### config.mk
export PLATFORM = sky130hd
export DESIGN_NAME = general_timer_unit
export DESIGN_NICKNAME = d
export VERILOG_FILES = /design/src/core/gpt_pkg.sv /design/src/core/general_timer_unit.sv /design/src/core/gpt_pin_sync.sv /design/src/core/gpt_timer16.sv
export SDC_FILE = /design/constraint.sdc
export NUM_CORES = 1
export LEC_CHECK = 0
export ABC_AREA = 1
export BUFFER_PORTS_ARGS = -buffer_cell sky130_fd_sc_hd__buf_2
export CAP_MARGIN = 20
export CELL_PAD_IN_SITES_DETAIL_PLACEMENT = 1
export CELL_PAD_IN_SITES_GLOBAL_PLACEMENT = 1
export CORE_MARGIN = 8
export CORE_UTILIZATION = 46
export CTS_CLUSTER_DIAMETER = 100
export DETAILED_ROUTE_END_ITERATION = 10
export GPL_TIMING_DRIVEN = 0
export PLACE_DENSITY_LB_ADDON = 0.3
export SLEW_MARGIN = 20
export SYNTH_ARGS = -nofsm -noshare
export SYNTH_HDL_FRONTEND = slang
export SYNTH_SLANG_ARGS = --single-unit
### constraint.sdc
create_clock -name clk -period 4 [get_ports clk]
set_input_delay 0.4 -clock clk [delete_from_list [all_inputs] [get_ports clk]]
set_output_delay 0.4 -clock clk [all_outputs]
set_load 0.05 [all_outputs]
### src/core/gpt_pkg.sv
// constants and field layout of the general timer unit
package gpt_pkg;

  // register byte offsets
  localparam logic [7:0] OFF_CORE_CTRL  = 8'h00;
  localparam logic [7:0] OFF_LOW_CTRL   = 8'h04;
  localparam logic [7:0] OFF_HIGH_CTRL  = 8'h08;
  localparam logic [7:0] OFF_G2A_CTRL   = 8'h0C;
  localparam logic [7:0] OFF_G2C_CTRL   = 8'h10;
  localparam logic [7:0] OFF_CORE_CNT   = 8'h14;
  localparam logic [7:0] OFF_LOW_CNT    = 8'h18;
  localparam logic [7:0] OFF_HIGH_CNT   = 8'h1C;
  localparam logic [7:0] OFF_G2A_CNT    = 8'h20;
  localparam logic [7:0] OFF_G2C_CNT    = 8'h24;
  localparam logic [7:0] OFF_CAPTURE_RELOAD_REGISTER     = 8'h28;
  localparam logic [7:0] OFF_STATUS     = 8'h2C;

  // timer indices
  localparam int NUM_TIMERS = 5;
  localparam int IX_CORE    = 0;
  localparam int IX_LOW     = 1;
  localparam int IX_HIGH    = 2;
  localparam int IX_G2A     = 3;
  localparam int IX_G2C     = 4;

  // control field positions
  localparam int F_MODE     = 0;   // 2 bits
  localparam int F_RUN      = 2;
  localparam int F_DOWN     = 3;
  localparam int F_EXT_DIR  = 4;
  localparam int F_PS       = 5;   // 3 bits
  localparam int F_GATE_LVL = 8;
  localparam int F_OUT_EN   = 9;   // core and group two core
  localparam int F_FUNC     = 10;  // 2 bits, aux timers
  localparam int F_REL_EXT  = 12;
  localparam int F_REL_RISE = 13;
  localparam int F_REL_FALL = 14;
  localparam int F_SRC_LAT  = 15;  // aux and group two timer a
  localparam int F_EDGE     = 16;  // 2 bits: bit0 rising, bit1 falling
  localparam int F_CAP_EDGE = 18;  // 2 bits, group two timer a
  localparam int F_CAP_CIN  = 20;
  localparam int F_CAP_CDIR = 21;
  localparam int F_CAP_CLR  = 22;
  localparam int F_G2_RELD  = 23;  // group two core
  localparam logic [31:0] CTRL_MASK  = 32'h00FF_FFFF;
  localparam logic [31:0] CTRL_RESET = 32'h0000_0000;

  // prescaler base divisions
  localparam int G1_BASE_LOG2 = 2;  // four clocks per step
  localparam int G2_BASE_LOG2 = 1;  // two clocks per step
  localparam int PRE_W        = 11;

  typedef enum logic [1:0] {
    MODE_TIMER   = 2'h0,
    MODE_GATED   = 2'h1,
    MODE_COUNTER = 2'h2,
    MODE_INCR    = 2'h3
  } mode_t;

  typedef enum logic [1:0] {
    FUNC_NORMAL  = 2'h0,
    FUNC_CAPTURE = 2'h1,
    FUNC_RELOAD  = 2'h2
  } func_t;

endpackage : gpt_pkg

### src/core/general_timer_unit.sv
// general timer unit: two timer groups behind a wishbone slave
//
// The address map and the Wishbone interface to the registers were left to the implementer.
`timescale 1ns/1ps

module general_timer_unit
  import gpt_pkg::*;
#(
  parameter int TW = 16
) (
  // clock and reset
  input  wire logic          clk,
  input  wire logic          nrst,
  // wishbone slave
  input  wire logic          wb_cyc_i,
  input  wire logic          wb_stb_i,
  input  wire logic          wb_we_i,
  input  wire logic [7:0]    wb_adr_i,
  input  wire logic [3:0]    wb_sel_i,
  input  wire logic [31:0]   wb_dat_i,
  output logic      [31:0]   wb_dat_o,
  output logic               wb_ack_o,
  // pins
  input  wire logic          core_timer_input,
  input  wire logic          core_direction_input,
  input  wire logic          aux_high_input,
  input  wire logic          group_two_timer_a_input,
  input  wire logic          group_two_timer_a_direction,
  input  wire logic          group_two_core_input,
  input  wire logic          capture_input_pin,
  // outputs
  output logic               core_toggle_output,
  output logic               group_two_toggle_output,
  output logic               group_two_wrap_pulse
);

  logic [31:0]      ctrl_q [NUM_TIMERS];
  logic [TW-1:0]    capture_reload_register_q;
  logic [PRE_W-1:0] pre_q;
  logic [31:0]      dat_q;
  logic             core_lat_q, core_lat_prev_q, g2_lat_q, g2_lat_prev_q;
  logic             ack_q, core_out_q, g2_out_q, g2_wrap_q;
  logic [6:0]       p_lvl, p_rise, p_fall;
  logic [4:0]       tin_l, tin_r, tin_f, tdir_l, tdir_r, tdir_f;
  logic [4:0]       en, down, load, ovf, unf, wr_ctrl, wr_cnt;
  logic [TW-1:0]    load_val [NUM_TIMERS];
  logic [TW-1:0]    cnt [NUM_TIMERS];
  logic             bus_req, bus_wr, wr_capture_reload_register, core_wrap, g2_wrap;
  logic             core_rise_now, core_fall_now, core_lat_rise, core_lat_fall, g2_lat_rise, g2_lat_fall;
  logic             trig_low, trig_high, cap_low, cap_high, cap_g2;

  function automatic logic [31:0] merge_bytes(input logic [31:0] old_v, input logic [31:0] new_v,
                                              input logic [3:0] sel);
    logic [31:0] r;
    r = old_v;
    for (int b = 0; b < 4; b++) begin
      if (sel[b]) begin
        r[b*8 +: 8] = new_v[b*8 +: 8];
      end
    end
    return r;
  endfunction : merge_bytes

  function automatic logic tick_of(input logic [PRE_W-1:0] pre, input logic [2:0] ps, input int base);
    logic [PRE_W-1:0] mask;
    mask = PRE_W'((32'd1 << (int'(ps) + base)) - 32'd1);
    return &(pre | ~mask);
  endfunction : tick_of

  function automatic logic edge_hit(input logic [1:0] sel, input logic r, input logic f);
    return (sel[0] & r) | (sel[1] & f);
  endfunction : edge_hit

  gpt_pin_sync #(
    .N (7)
  ) u_sync (
    .clk    (clk),
    .nrst   (nrst),
    .pin_in ({capture_input_pin, group_two_core_input, group_two_timer_a_direction,
              group_two_timer_a_input, aux_high_input, core_direction_input, core_timer_input}),
    .level  (p_lvl),
    .rise   (p_rise),
    .fall   (p_fall)
  );

  assign tin_l  = {p_lvl[5], p_lvl[3], p_lvl[2], 1'b0, p_lvl[0]};
  assign tin_r  = {p_rise[5], p_rise[3], p_rise[2], 1'b0, p_rise[0]};
  assign tin_f  = {p_fall[5], p_fall[3], p_fall[2], 1'b0, p_fall[0]};
  assign tdir_l = {1'b0, p_lvl[4], 1'b0, 1'b0, p_lvl[1]};
  assign tdir_r = {1'b0, p_rise[4], 1'b0, 1'b0, p_rise[1]};
  assign tdir_f = {1'b0, p_fall[4], 1'b0, 1'b0, p_fall[1]};

  // free-running prescaler base
  always_ff @(posedge clk or negedge nrst) begin
    if (!nrst) begin
      pre_q <= '0;
    end else begin
      pre_q <= pre_q + 1'b1;
    end
  end

  // delayed latches give chain clocks without a loop
  assign core_lat_rise = core_lat_q & ~core_lat_prev_q;
  assign core_lat_fall = ~core_lat_q & core_lat_prev_q;
  assign g2_lat_rise   = g2_lat_q & ~g2_lat_prev_q;
  assign g2_lat_fall   = ~g2_lat_q & g2_lat_prev_q;

  // per-timer count enable and direction
  always_comb begin
    logic [31:0] c;
    logic        tick, ext_edge, quad_a, quad_up;
    c        = '0;
    tick     = 1'b0;
    ext_edge = 1'b0;
    quad_a   = 1'b0;
    quad_up  = 1'b0;
    en       = '0;
    down     = '0;
    for (int i = 0; i < NUM_TIMERS; i++) begin
      c = ctrl_q[i];
      tick = (i >= IX_G2A) ? tick_of(pre_q, c[F_PS +: 3], G2_BASE_LOG2)
                           : tick_of(pre_q, c[F_PS +: 3], G1_BASE_LOG2);
      if (c[F_SRC_LAT] && (i == IX_LOW || i == IX_HIGH)) begin
        ext_edge = edge_hit(c[F_EDGE +: 2], core_lat_rise, core_lat_fall);
      end else if (c[F_SRC_LAT] && i == IX_G2A) begin
        ext_edge = edge_hit(c[F_EDGE +: 2], g2_lat_rise, g2_lat_fall);
      end else begin
        ext_edge = edge_hit(c[F_EDGE +: 2], tin_r[i], tin_f[i]);
      end
      quad_a  = tin_r[i] | tin_f[i];
      quad_up = quad_a ? (tin_l[i] ^ tdir_l[i]) : ~(tin_l[i] ^ tdir_l[i]);
      down[i] = c[F_EXT_DIR] ? (c[F_DOWN] ^ tdir_l[i]) : c[F_DOWN];
      unique case (mode_t'(c[F_MODE +: 2]))
        MODE_TIMER: begin
          en[i] = tick;
        end
        MODE_GATED: begin
          en[i] = tick & (tin_l[i] == c[F_GATE_LVL]);
        end
        MODE_COUNTER: begin
          en[i] = ext_edge;
        end
        MODE_INCR: begin
          en[i]   = quad_a | tdir_r[i] | tdir_f[i];
          down[i] = ~quad_up ^ c[F_DOWN];
        end
      endcase
      en[i] = en[i] & c[F_RUN];
      // aux in capture or reload is stopped
      if ((i == IX_LOW || i == IX_HIGH) && func_t'(c[F_FUNC +: 2]) != FUNC_NORMAL) begin
        en[i] = 1'b0;
      end
    end
  end

  for (genvar g = 0; g < NUM_TIMERS; g++) begin : g_tmr
    gpt_timer16 #(
      .W (TW)
    ) u_tmr (
      .clk      (clk),
      .nrst     (nrst),
      .en       (en[g]),
      .down     (down[g]),
      .load     (load[g]),
      .load_val (load_val[g]),
      .cnt      (cnt[g]),
      .ovf      (ovf[g]),
      .unf      (unf[g])
    );
  end

  // wraps of core and group two core
  assign core_wrap     = ovf[IX_CORE] | unf[IX_CORE];
  assign g2_wrap       = ovf[IX_G2C] | unf[IX_G2C];
  assign core_rise_now = core_wrap & ~core_lat_q;
  assign core_fall_now = core_wrap & core_lat_q;

  assign trig_low  = func_t'(ctrl_q[IX_LOW][F_FUNC +: 2]) == FUNC_RELOAD &&
                     ((ctrl_q[IX_LOW][F_REL_EXT] && edge_hit(ctrl_q[IX_LOW][F_EDGE +: 2], tin_r[IX_LOW],
                                                            tin_f[IX_LOW])) ||
                      (ctrl_q[IX_LOW][F_REL_RISE] && core_rise_now) ||
                      (ctrl_q[IX_LOW][F_REL_FALL] && core_fall_now));
  assign trig_high = func_t'(ctrl_q[IX_HIGH][F_FUNC +: 2]) == FUNC_RELOAD &&
                     ((ctrl_q[IX_HIGH][F_REL_EXT] && edge_hit(ctrl_q[IX_HIGH][F_EDGE +: 2], tin_r[IX_HIGH],
                                                             tin_f[IX_HIGH])) ||
                      (ctrl_q[IX_HIGH][F_REL_RISE] && core_rise_now) ||
                      (ctrl_q[IX_HIGH][F_REL_FALL] && core_fall_now));

  assign cap_low  = func_t'(ctrl_q[IX_LOW][F_FUNC +: 2]) == FUNC_CAPTURE &&
                    edge_hit(ctrl_q[IX_LOW][F_EDGE +: 2], tin_r[IX_LOW], tin_f[IX_LOW]);
  assign cap_high = func_t'(ctrl_q[IX_HIGH][F_FUNC +: 2]) == FUNC_CAPTURE &&
                    edge_hit(ctrl_q[IX_HIGH][F_EDGE +: 2], tin_r[IX_HIGH], tin_f[IX_HIGH]);

  assign cap_g2 = edge_hit(ctrl_q[IX_G2A][F_CAP_EDGE +: 2], p_rise[6], p_fall[6]) ||
                  (ctrl_q[IX_G2A][F_CAP_CIN] && (tin_r[IX_CORE] || tin_f[IX_CORE])) ||
                  (ctrl_q[IX_G2A][F_CAP_CDIR] && (tdir_r[IX_CORE] || tdir_f[IX_CORE]));

  // bus decode
  assign bus_req   = wb_cyc_i & wb_stb_i & ~ack_q;
  assign bus_wr    = bus_req & wb_we_i;
  assign wr_capture_reload_register = bus_wr && wb_adr_i == OFF_CAPTURE_RELOAD_REGISTER;
  // control and count words sit four bytes apart in timer order
  always_comb begin
    for (int i = 0; i < NUM_TIMERS; i++) begin
      wr_ctrl[i] = bus_wr && wb_adr_i == OFF_CORE_CTRL + 8'(4 * i);
      wr_cnt[i]  = bus_wr && wb_adr_i == OFF_CORE_CNT + 8'(4 * i);
    end
  end

  // loads: bus write first, then hardware transfers
  always_comb begin
    for (int i = 0; i < NUM_TIMERS; i++) begin
      load[i]     = wr_cnt[i];
      load_val[i] = TW'(merge_bytes(32'(cnt[i]), wb_dat_i, wb_sel_i));
    end
    // core reload, low aux wins a tie
    if (!wr_cnt[IX_CORE] && (trig_low || trig_high)) begin
      load[IX_CORE]     = 1'b1;
      load_val[IX_CORE] = trig_low ? cnt[IX_LOW] : cnt[IX_HIGH];
    end
    if (!wr_cnt[IX_LOW] && cap_low) begin
      load[IX_LOW]     = 1'b1;
      load_val[IX_LOW] = cnt[IX_CORE];
    end
    if (!wr_cnt[IX_HIGH] && cap_high) begin
      load[IX_HIGH]     = 1'b1;
      load_val[IX_HIGH] = cnt[IX_CORE];
    end
    if (!wr_cnt[IX_G2A] && cap_g2 && ctrl_q[IX_G2A][F_CAP_CLR]) begin
      load[IX_G2A]     = 1'b1;
      load_val[IX_G2A] = '0;
    end
    // reload from capture register on wrap
    if (!wr_cnt[IX_G2C] && g2_wrap && ctrl_q[IX_G2C][F_G2_RELD]) begin
      load[IX_G2C]     = 1'b1;
      load_val[IX_G2C] = capture_reload_register_q;
    end
  end

  // control registers
  always_ff @(posedge clk or negedge nrst) begin
    if (!nrst) begin
      for (int i = 0; i < NUM_TIMERS; i++) begin
        ctrl_q[i] <= CTRL_RESET;
      end
    end else begin
      for (int i = 0; i < NUM_TIMERS; i++) begin
        if (wr_ctrl[i]) begin
          ctrl_q[i] <= merge_bytes(ctrl_q[i], wb_dat_i, wb_sel_i) & CTRL_MASK;
        end
      end
    end
  end

  // capture register, capture beats a bus write
  always_ff @(posedge clk or negedge nrst) begin
    if (!nrst) begin
      capture_reload_register_q <= '0;
    end else if (cap_g2) begin
      capture_reload_register_q <= cnt[IX_G2A];
    end else if (wr_capture_reload_register) begin
      capture_reload_register_q <= TW'(merge_bytes(32'(capture_reload_register_q), wb_dat_i, wb_sel_i));
    end
  end

  always_ff @(posedge clk or negedge nrst) begin
    if (!nrst) begin
      core_lat_q      <= 1'b0;
      core_lat_prev_q <= 1'b0;
      g2_lat_q        <= 1'b0;
      g2_lat_prev_q   <= 1'b0;
    end else begin
      core_lat_q      <= core_lat_q ^ core_wrap;
      core_lat_prev_q <= core_lat_q;
      g2_lat_q        <= g2_lat_q ^ g2_wrap;
      g2_lat_prev_q   <= g2_lat_q;
    end
  end

  always_ff @(posedge clk or negedge nrst) begin
    if (!nrst) begin
      core_out_q <= 1'b0;
      g2_out_q   <= 1'b0;
      g2_wrap_q  <= 1'b0;
    end else begin
      core_out_q <= ctrl_q[IX_CORE][F_OUT_EN] & core_lat_q;
      g2_out_q   <= ctrl_q[IX_G2C][F_OUT_EN] & g2_lat_q;
      g2_wrap_q  <= g2_wrap;
    end
  end

  // wishbone answer, one wait state, unmapped reads zero
  always_ff @(posedge clk or negedge nrst) begin
    if (!nrst) begin
      ack_q <= 1'b0;
      dat_q <= '0;
    end else begin
      ack_q <= bus_req;
      if (bus_req && !wb_we_i) begin
        unique case (wb_adr_i)
          OFF_CORE_CTRL: dat_q <= ctrl_q[IX_CORE];
          OFF_LOW_CTRL:  dat_q <= ctrl_q[IX_LOW];
          OFF_HIGH_CTRL: dat_q <= ctrl_q[IX_HIGH];
          OFF_G2A_CTRL:  dat_q <= ctrl_q[IX_G2A];
          OFF_G2C_CTRL:  dat_q <= ctrl_q[IX_G2C];
          OFF_CORE_CNT:  dat_q <= 32'(cnt[IX_CORE]);
          OFF_LOW_CNT:   dat_q <= 32'(cnt[IX_LOW]);
          OFF_HIGH_CNT:  dat_q <= 32'(cnt[IX_HIGH]);
          OFF_G2A_CNT:   dat_q <= 32'(cnt[IX_G2A]);
          OFF_G2C_CNT:   dat_q <= 32'(cnt[IX_G2C]);
          OFF_CAPTURE_RELOAD_REGISTER:    dat_q <= 32'(capture_reload_register_q);
          OFF_STATUS:    dat_q <= {30'h0000_0000, g2_lat_q, core_lat_q};
          default:       dat_q <= 32'h0000_0000;
        endcase
      end else begin
        dat_q <= 32'h0000_0000;
      end
    end
  end

  assign wb_ack_o                = ack_q;
  assign wb_dat_o                = dat_q;
  assign core_toggle_output      = core_out_q;
  assign group_two_toggle_output = g2_out_q;
  assign group_two_wrap_pulse    = g2_wrap_q;

endmodule : general_timer_unit

### src/core/gpt_pin_sync.sv
// two-stage pin synchroniser with edge detect
`timescale 1ns/1ps
module gpt_pin_sync #(
  parameter int N = 1
) (
  // clock and reset
  input  wire logic         clk,
  input  wire logic         nrst,
  // raw pins
  input  wire logic [N-1:0] pin_in,
  // synchronised view
  output logic      [N-1:0] level,
  output logic      [N-1:0] rise,
  output logic      [N-1:0] fall
);

  logic [N-1:0] s1_q;
  logic [N-1:0] s2_q;
  logic [N-1:0] s3_q;

  always_ff @(posedge clk or negedge nrst) begin
    if (!nrst) begin
      s1_q <= '0;
      s2_q <= '0;
      s3_q <= '0;
    end else begin
      s1_q <= pin_in;
      s2_q <= s1_q;
      s3_q <= s2_q;
    end
  end

  assign level = s2_q;
  assign rise  = s2_q & ~s3_q;
  assign fall  = ~s2_q & s3_q;

endmodule : gpt_pin_sync

### src/core/gpt_timer16.sv
// one up/down timer with load port and wrap events
`timescale 1ns/1ps
module gpt_timer16 #(
  parameter int W = 16
) (
  // clock and reset
  input  wire logic         clk,
  input  wire logic         nrst,
  // control
  input  wire logic         en,
  input  wire logic         down,
  input  wire logic         load,
  input  wire logic [W-1:0] load_val,
  // state
  output logic      [W-1:0] cnt,
  output logic              ovf,
  output logic              unf
);

  logic [W-1:0] cnt_q;

  always_ff @(posedge clk or negedge nrst) begin
    if (!nrst) begin
      cnt_q <= '0;
    end else if (load) begin
      cnt_q <= load_val;
    end else if (en) begin
      cnt_q <= down ? cnt_q - 1'b1 : cnt_q + 1'b1;
    end
  end

  // wrap events flag even when a load replaces the wrap
  assign ovf = en & ~down & (&cnt_q);
  assign unf = en & down & ~(|cnt_q);
  assign cnt = cnt_q;

endmodule : gpt_timer16

Word level (Yosys, flattened, before mapping)
Cells that the tools add are included.
{"block": "totals", "regBits": 288, "in_bits": 56, "output_inout_bits": 36, "wordCells": 357}
{"block": "op_classes", "n_addsub": 21, "n_eq_ne": 43, "shifts": 5, "mux": 50, "bitwise_logic": 105, "n_reduce_logical": 93}
{"op": "$mux 16", "n": 22}
{"op": "$pmux 24 s12", "n": 1}
{"op": "$add 16x1->16 const B", "n": 5}
{"op": "$sub 16x1->16 const B", "n": 5}
{"op": "$not 11->11", "n": 5}
{"op": "$or 11x11->11", "n": 5}
{"op": "$reduce_and 11->1", "n": 5}
{"op": "$shl 1x4->11 const A", "n": 5}
{"op": "$sub 11x1->11 const B", "n": 5}
{"op": "$reduce_and 2->1", "n": 27}
{"op": "$and 1x1->1", "n": 45}
{"op": "$eq 8x5->1 const B", "n": 4}
{"op": "$eq 8x6->1 const B", "n": 4}
{"op": "$mux 32", "n": 1}
{"op": "$reduce_and 16->1", "n": 2}
{"op": "$reduce_or 16->1", "n": 2}
{"op": "$logic_and 1x1->1", "n": 28}
{"op": "$eq 2x2->1 const B", "n": 12}
{"op": "$ne 3x3->1 const B", "n": 8}
{"op": "$pmux 1 s4", "n": 5}
{"op": "$reduce_bool 2->1", "n": 10}
{"op": "$mux 1", "n": 19}
{"op": "$not 1->1", "n": 18}
{"op": "$or 1x1->1", "n": 18}
{"op": "16 further kinds", "n": 56}

Longest topological paths before layout
{"block": "depth", "word_depth": 22, "ltp_mapped": 23, "mapped_depth_nobuf": 23}

Cells and area by module
From an unflattened synthesis, not the netlist that was laid out.
{"block": "unflattened", "hier_cells": 3241, "hier_area_um2": 21548.2}
{"module": "general_timer_unit", "n_inst": 1, "cells_each": 1807, "area_per_inst_um2": 12190.4, "seq_area_each_um2": 4479.3}
{"module": "gpt_timer16", "n_inst": 5, "cells_each": 277, "area_per_inst_um2": 1745.4, "seq_area_each_um2": 400.4}
{"module": "gpt_pin_sync", "n_inst": 1, "cells_each": 49, "area_per_inst_um2": 630.6, "seq_area_each_um2": 525.5}

Worst setup path before layout
Ideal clock, no wire load.
{"block": "synth_path", "kind": "reg2reg", "start": "reg u_sync.s2_q[2] (netlist: u_sync.level[2])", "end": "reg g_tmr[2].u_tmr.cnt_q[8]", "setup_ps": 117, "t_arrival_ps": 3323, "t_required_ps": 3883, "path_slack_ps": 560, "path_stages_with_launch": 17, "n_path_buf": 0, "period_less_slack_ps": 3440, "path_cell_list": "dfrtp_1 inv_1 ha_1 a21oi_1 o21ai_0 xnor2_1 ha_1 a21oi_1 nand2_1 a21boi_0 nor2_1 o21ai_0 nand3_1 nand3_1 o211ai_1 nand2_1 nand2_1"}
{"block": "synth_between", "elab_chain_cells": 10}
{"element": "from (decl)", "line_no": "gpt_pin_sync.sv:18", "rtl": "logic [N-1:0] s2_q;"}
{"element": "from (signal assigned)", "line_no": "gpt_pin_sync.sv:28", "rtl": "s2_q <= s1_q;"}
{"element": "$not 7->7", "line_no": "gpt_pin_sync.sv:35", "rtl": "assign fall = ~s2_q & s3_q;"}
{"element": "$and 7x7->7", "line_no": "gpt_pin_sync.sv:35"}
{"element": "$and 1x1->1 / $or 1x1->1 (equally long branches)", "line_no": "general_timer_unit.sv:71, general_timer_unit.sv:130"}
{"element": "$or 1x1->1 / $mux 1 (equally long branches)", "line_no": "general_timer_unit.sv:71, general_timer_unit.sv:131"}
{"element": "$mux 1 / $not 1->1 (equally long branches)", "line_no": "general_timer_unit.sv:123, general_timer_unit.sv:145"}
{"element": "$pmux 1 s4 / $xor 1x1->1 (equally long branches)", "line_no": "general_timer_unit.sv:133, general_timer_unit.sv:145"}
{"element": "$and 1x1->1 / $mux 1 (equally long branches)", "line_no": "general_timer_unit.sv:148, general_timer_unit.sv:133"}
{"element": "$mux 1 / $mux 16 (equally long branches)", "line_no": "general_timer_unit.sv:150, gpt_timer16.sv:28"}
{"element": "$reduce_bool 2->1 (no line) / $mux 16 (equally long branches)"}
{"element": "$reduce_and 2->1 (no line) / $mux 16 (equally long branches)"}
{"element": "to (signal assigned)", "line_no": "gpt_timer16.sv:26", "rtl": "cnt_q <= load_val;"}
{"element": "to (signal assigned)", "line_no": "gpt_timer16.sv:28", "rtl": "cnt_q <= down ? cnt_q - 1'b1 : cnt_q + 1'b1;"}
{"element": "to (decl)", "line_no": "gpt_timer16.sv:20", "rtl": "logic [W-1:0] cnt_q;"}
Parallel ways exist; a longest one is shown, timed or not. The select of a mux whose other input is x is not followed.
A chain may end at the register's enable or synchronous reset.

Worst setup path after layout
{"block": "layout_path", "start": "reg u_sync.s2_q[0] (netlist: u_sync.level[0])", "end": "reg g_tmr[0].u_tmr.cnt_q[11]"}
{"block": "layout_between", "elab_chain_cells": 21}
{"element": "branches (longest 21 deep; another with $not 7->7)"}
{"element": "to (signal assigned)", "line_no": "gpt_timer16.sv:26"}
{"element": "to (signal assigned)", "line_no": "gpt_timer16.sv:28"}
{"element": "to (decl)", "line_no": "gpt_timer16.sv:20"}
Parallel ways; which one is timed is not known. The select of a mux whose other input is x is not followed.

==> impl_metrics.toml <==
[cells_and_area]
drive_gt1_share_pct = 10.4
fin_area_sq_um = 21900
post-route-util_pct = 52.6
mostFrequentLayoutCells = "nand2_1 (740), inv_1 (290), dfrtp_1 (276)"
fin_nets = 2976
register_area_sq_um = 7010
fillers = 5342
layout_commonest_cell = "nand2_1"
multiInputGateArea_sq_um = 10700
synthToLayoutAreaGrowth_pct = 13.8

[run]
drv_cap = 0

[logic_synthesis]
synth_cell_types = 59
ys_seq_area_share_pct = 36.5
ys_warn_count = 0
async_flop_share_pct = 100
synth_edf_count = 0
syn_inst = 2670
yosys_most_used_dff = "dfrtp_1"
ys_ff_latch = 280
syn_area_sq_um = 19200
syn_avg_cell_area_sq_um = 7.20

[min_path]
hold_class = "input port to flop"
min-delay-start = "wb_cyc_i"

[global_routing]
grt_pass1_wl_mm = 124
antenna_found_initial = 0
grt_max_degree = 94
overflow = 0
grt_usage_pct = 33.4
grt_pass1_vias = 21100

[power_and_ir_drop]
leakage_nw = 11.2
ir_drop_uv = 313
p_per_area_nw_per_um2 = 314
power.total_mw = 6.88

[timing]
maxSlewHeadroom_pct = 31.7
layout_min_cycle_time_ns = 3.75
hold_viol_final = 0
min_period_over_period_pct = 93.7
setup-tns-final_ns = 0
fmax_mhz = 267
setup_viol = 0
timing.hold.ws_ns = 0.116
clock_skew_ns = 0.0289
worst_pin_slew_ns = 1.03
drv_slew = 0
rsz0062_at_grt = "false"

[worst_setup_path]
r2r-start = "u_sync.level[0]"
endpoint_kind = "flop"
start_kind = "flop"
critPathKind = "flop to flop"
worst-path-max-fanout = 9
cp-startpoint = "u_sync.level[0]"
arrival_ns = 4.23
worst-endpoint-required_ns = 4.48

[floorplanning]
dieArea_sq_um = 48600
row_count = 75
initial_core_util_pct = 46.2
die_x_um = 220
design.core.area_sq_um = 41600
ios = 92
die_h_um = 220

[routing]
viasPerCell = 6.03
wl_mm = 80.6
drt-wirelength-per-cell_um = 23.9
drt_iter0_drc = 1950
drc = 0
ant_nets = 0
firstDrtPassIters = 6
vias = 20400

[clock_tree]
clock_latency_ns = 0.57
clk_path_buf_depth = 3
clkSinkCount = 280
clk_pin_slew_ns = 0.06
cts_made_buffers = 35
cts_tree = "done"
cts_root_buf = "clkbuf_16"
cts_max_level = 2

[place]
placed_area_sq_um = 20400
portBuffers = 74
dp_hpwl_mm = 61.5
gp_congestion = 1.00

[status]
outcome = "completed"
-- final cells by class --
type                            instances  share of cell area (%)
Antenna cell                            1                  0.0114
Buffer                                 79                    1.86
Clock buffer                           51                    4.83
Clock inverter                         11                   0.640
Inverter                              322                    5.58
Multi-Input combinational cell       1996                    49.0
Sequential cell                       280                    32.0
Tap cell                              539                    3.08
Timing Repair Buffer                   98                    3.00
-- cell usage after synthesis, drive strengths merged (5+ instances only) --
cell	n	area share [%]
xor2	39	1.8
nand2	763	15
o22ai	27	0.88
a31oi	20	0.65
o221ai	9	0.41
clkbuf	34	0.67
a22o	8	0.36
nor2	173	3.7
nor4	5	0.16
a221oi	43	2.0
o211ai	26	1.0
ha	103	6.7
buf	45	1.4
fa	5	0.52
inv	314	6.1
dfrtp	280	36
nand4	33	1.1
a21oi	108	2.9
o21bai	7	0.27
nor3	37	1.1
or2	13	0.42
nand3	263	7.0
xnor2	17	0.77
o31ai	8	0.31
clkinv	8	0.18
a21o	5	0.20
o21ai	254	6.8
-- where the power goes --
part           internal (mW)  switching (mW)  total [mW]
Combinational          0.158           0.386       0.544
Sequential              2.89          0.0716        2.96
Clock                   2.02            1.34        3.37
Total                   5.07            1.80        6.88
-- per-stage QoR --
| step | std cells | setup WS [ns] |
|---|---|---|
| final | 3377 | 0.251 |
| after global routing | 3376 | 0.0233 |
| after CTS | 3369 | 0.0480 |
| after detailed placement | 3294 | -0.511 |
| after global placement | 3290 | -2.80 |
| after floorplan | 2677 | 0.560 |
-- cell families (layout without fill, tap and decap cells) --
| family | count (synthesis) | in the layout | synth area share (%) |
|---|---|---|---|
| AND/OR/NAND/NOR | 1294 | 1294 | 28.9 |
| AO/OA/AOI/OAI | 528 | 528 | 16.3 |
| buffers and inverters | 401 | 561 | 8.42 |
| flip-flops | 280 | 280 | 36.5 |
| adder cells (fa/ha/maj) | 108 | 108 | 7.23 |
| XOR/XNOR | 57 | 57 | 2.67 |
| other | 2 | 10 | 0.0391 |
-- layer usage --
metal	track usage, %	wire, um	vias up
met5	0	0	-
met2	54.5	37300	860
met4	17.1	4320	0
met1	42.2	32900	10100
li1	-	-	9205
met3	6.01	6070	244
-- flip-flops by register name, indices dropped and copies added, names as in the netlist --
| name | cells |
|---|---|
| u_sync.level | 7 |
| g2_lat_prev_q | 1 |
| core_toggle_output | 1 |
| ctrl_q | 120 |
| u_sync.s3_q | 7 |
| core_lat_q | 1 |
| g2_lat_q | 1 |
| core_lat_prev_q | 1 |
| wb_ack_o | 1 |
| group_two_wrap_pulse | 1 |
| wb_dat_o | 24 |
| u_sync.s1_q | 7 |
| capture_reload_register_q | 16 |
| g_tmr.u_tmr.cnt | 80 |
| group_two_toggle_output | 1 |
| pre_q | 11 |
-- worst max-delay path, stage by stage (launching register included) --
cell and delay [ns]:
dfrtp_2 0.43, inv_1 0.10, ha_1 0.34, xnor2_1 0.14, xnor3_1 0.23, nand3_1 0.15, nand2_1 0.19, clkinvlp_4 0.20
buf_4 0.22, ha_1 0.37, a21o_1 0.19, a31oi_1 0.22, nand3_1 0.18, xor2_1 0.25, nand2_1 0.13, o211ai_1 0.15
nand2_1 0.10, nand2_1 0.07
-- worst paths after layout --
kind	endpoint	slack [ns]	cells past startpoint
max	g_tmr[0].u_tmr.cnt[11]	0.25	17
max in group asynchronous	ctrl_q[134]	2.80	3
max reg2reg	g_tmr[0].u_tmr.cnt[11]	0.25	17
min reg2reg	u_sync.level[5]	0.35	0
min	wb_ack_o	0.12	3
min in group asynchronous	ctrl_q[23]	0.35	2
-- what timing repair did --
item                                    CTS  global route
setup buffers                             5             7
endpoints found under the hold margin    48             0
endpoints found under the setup margin   22            25
hold buffers                              8             0
gates resized for setup                  11            16
pin swaps                                 0             1
Power figures use the tool's default switching activity.
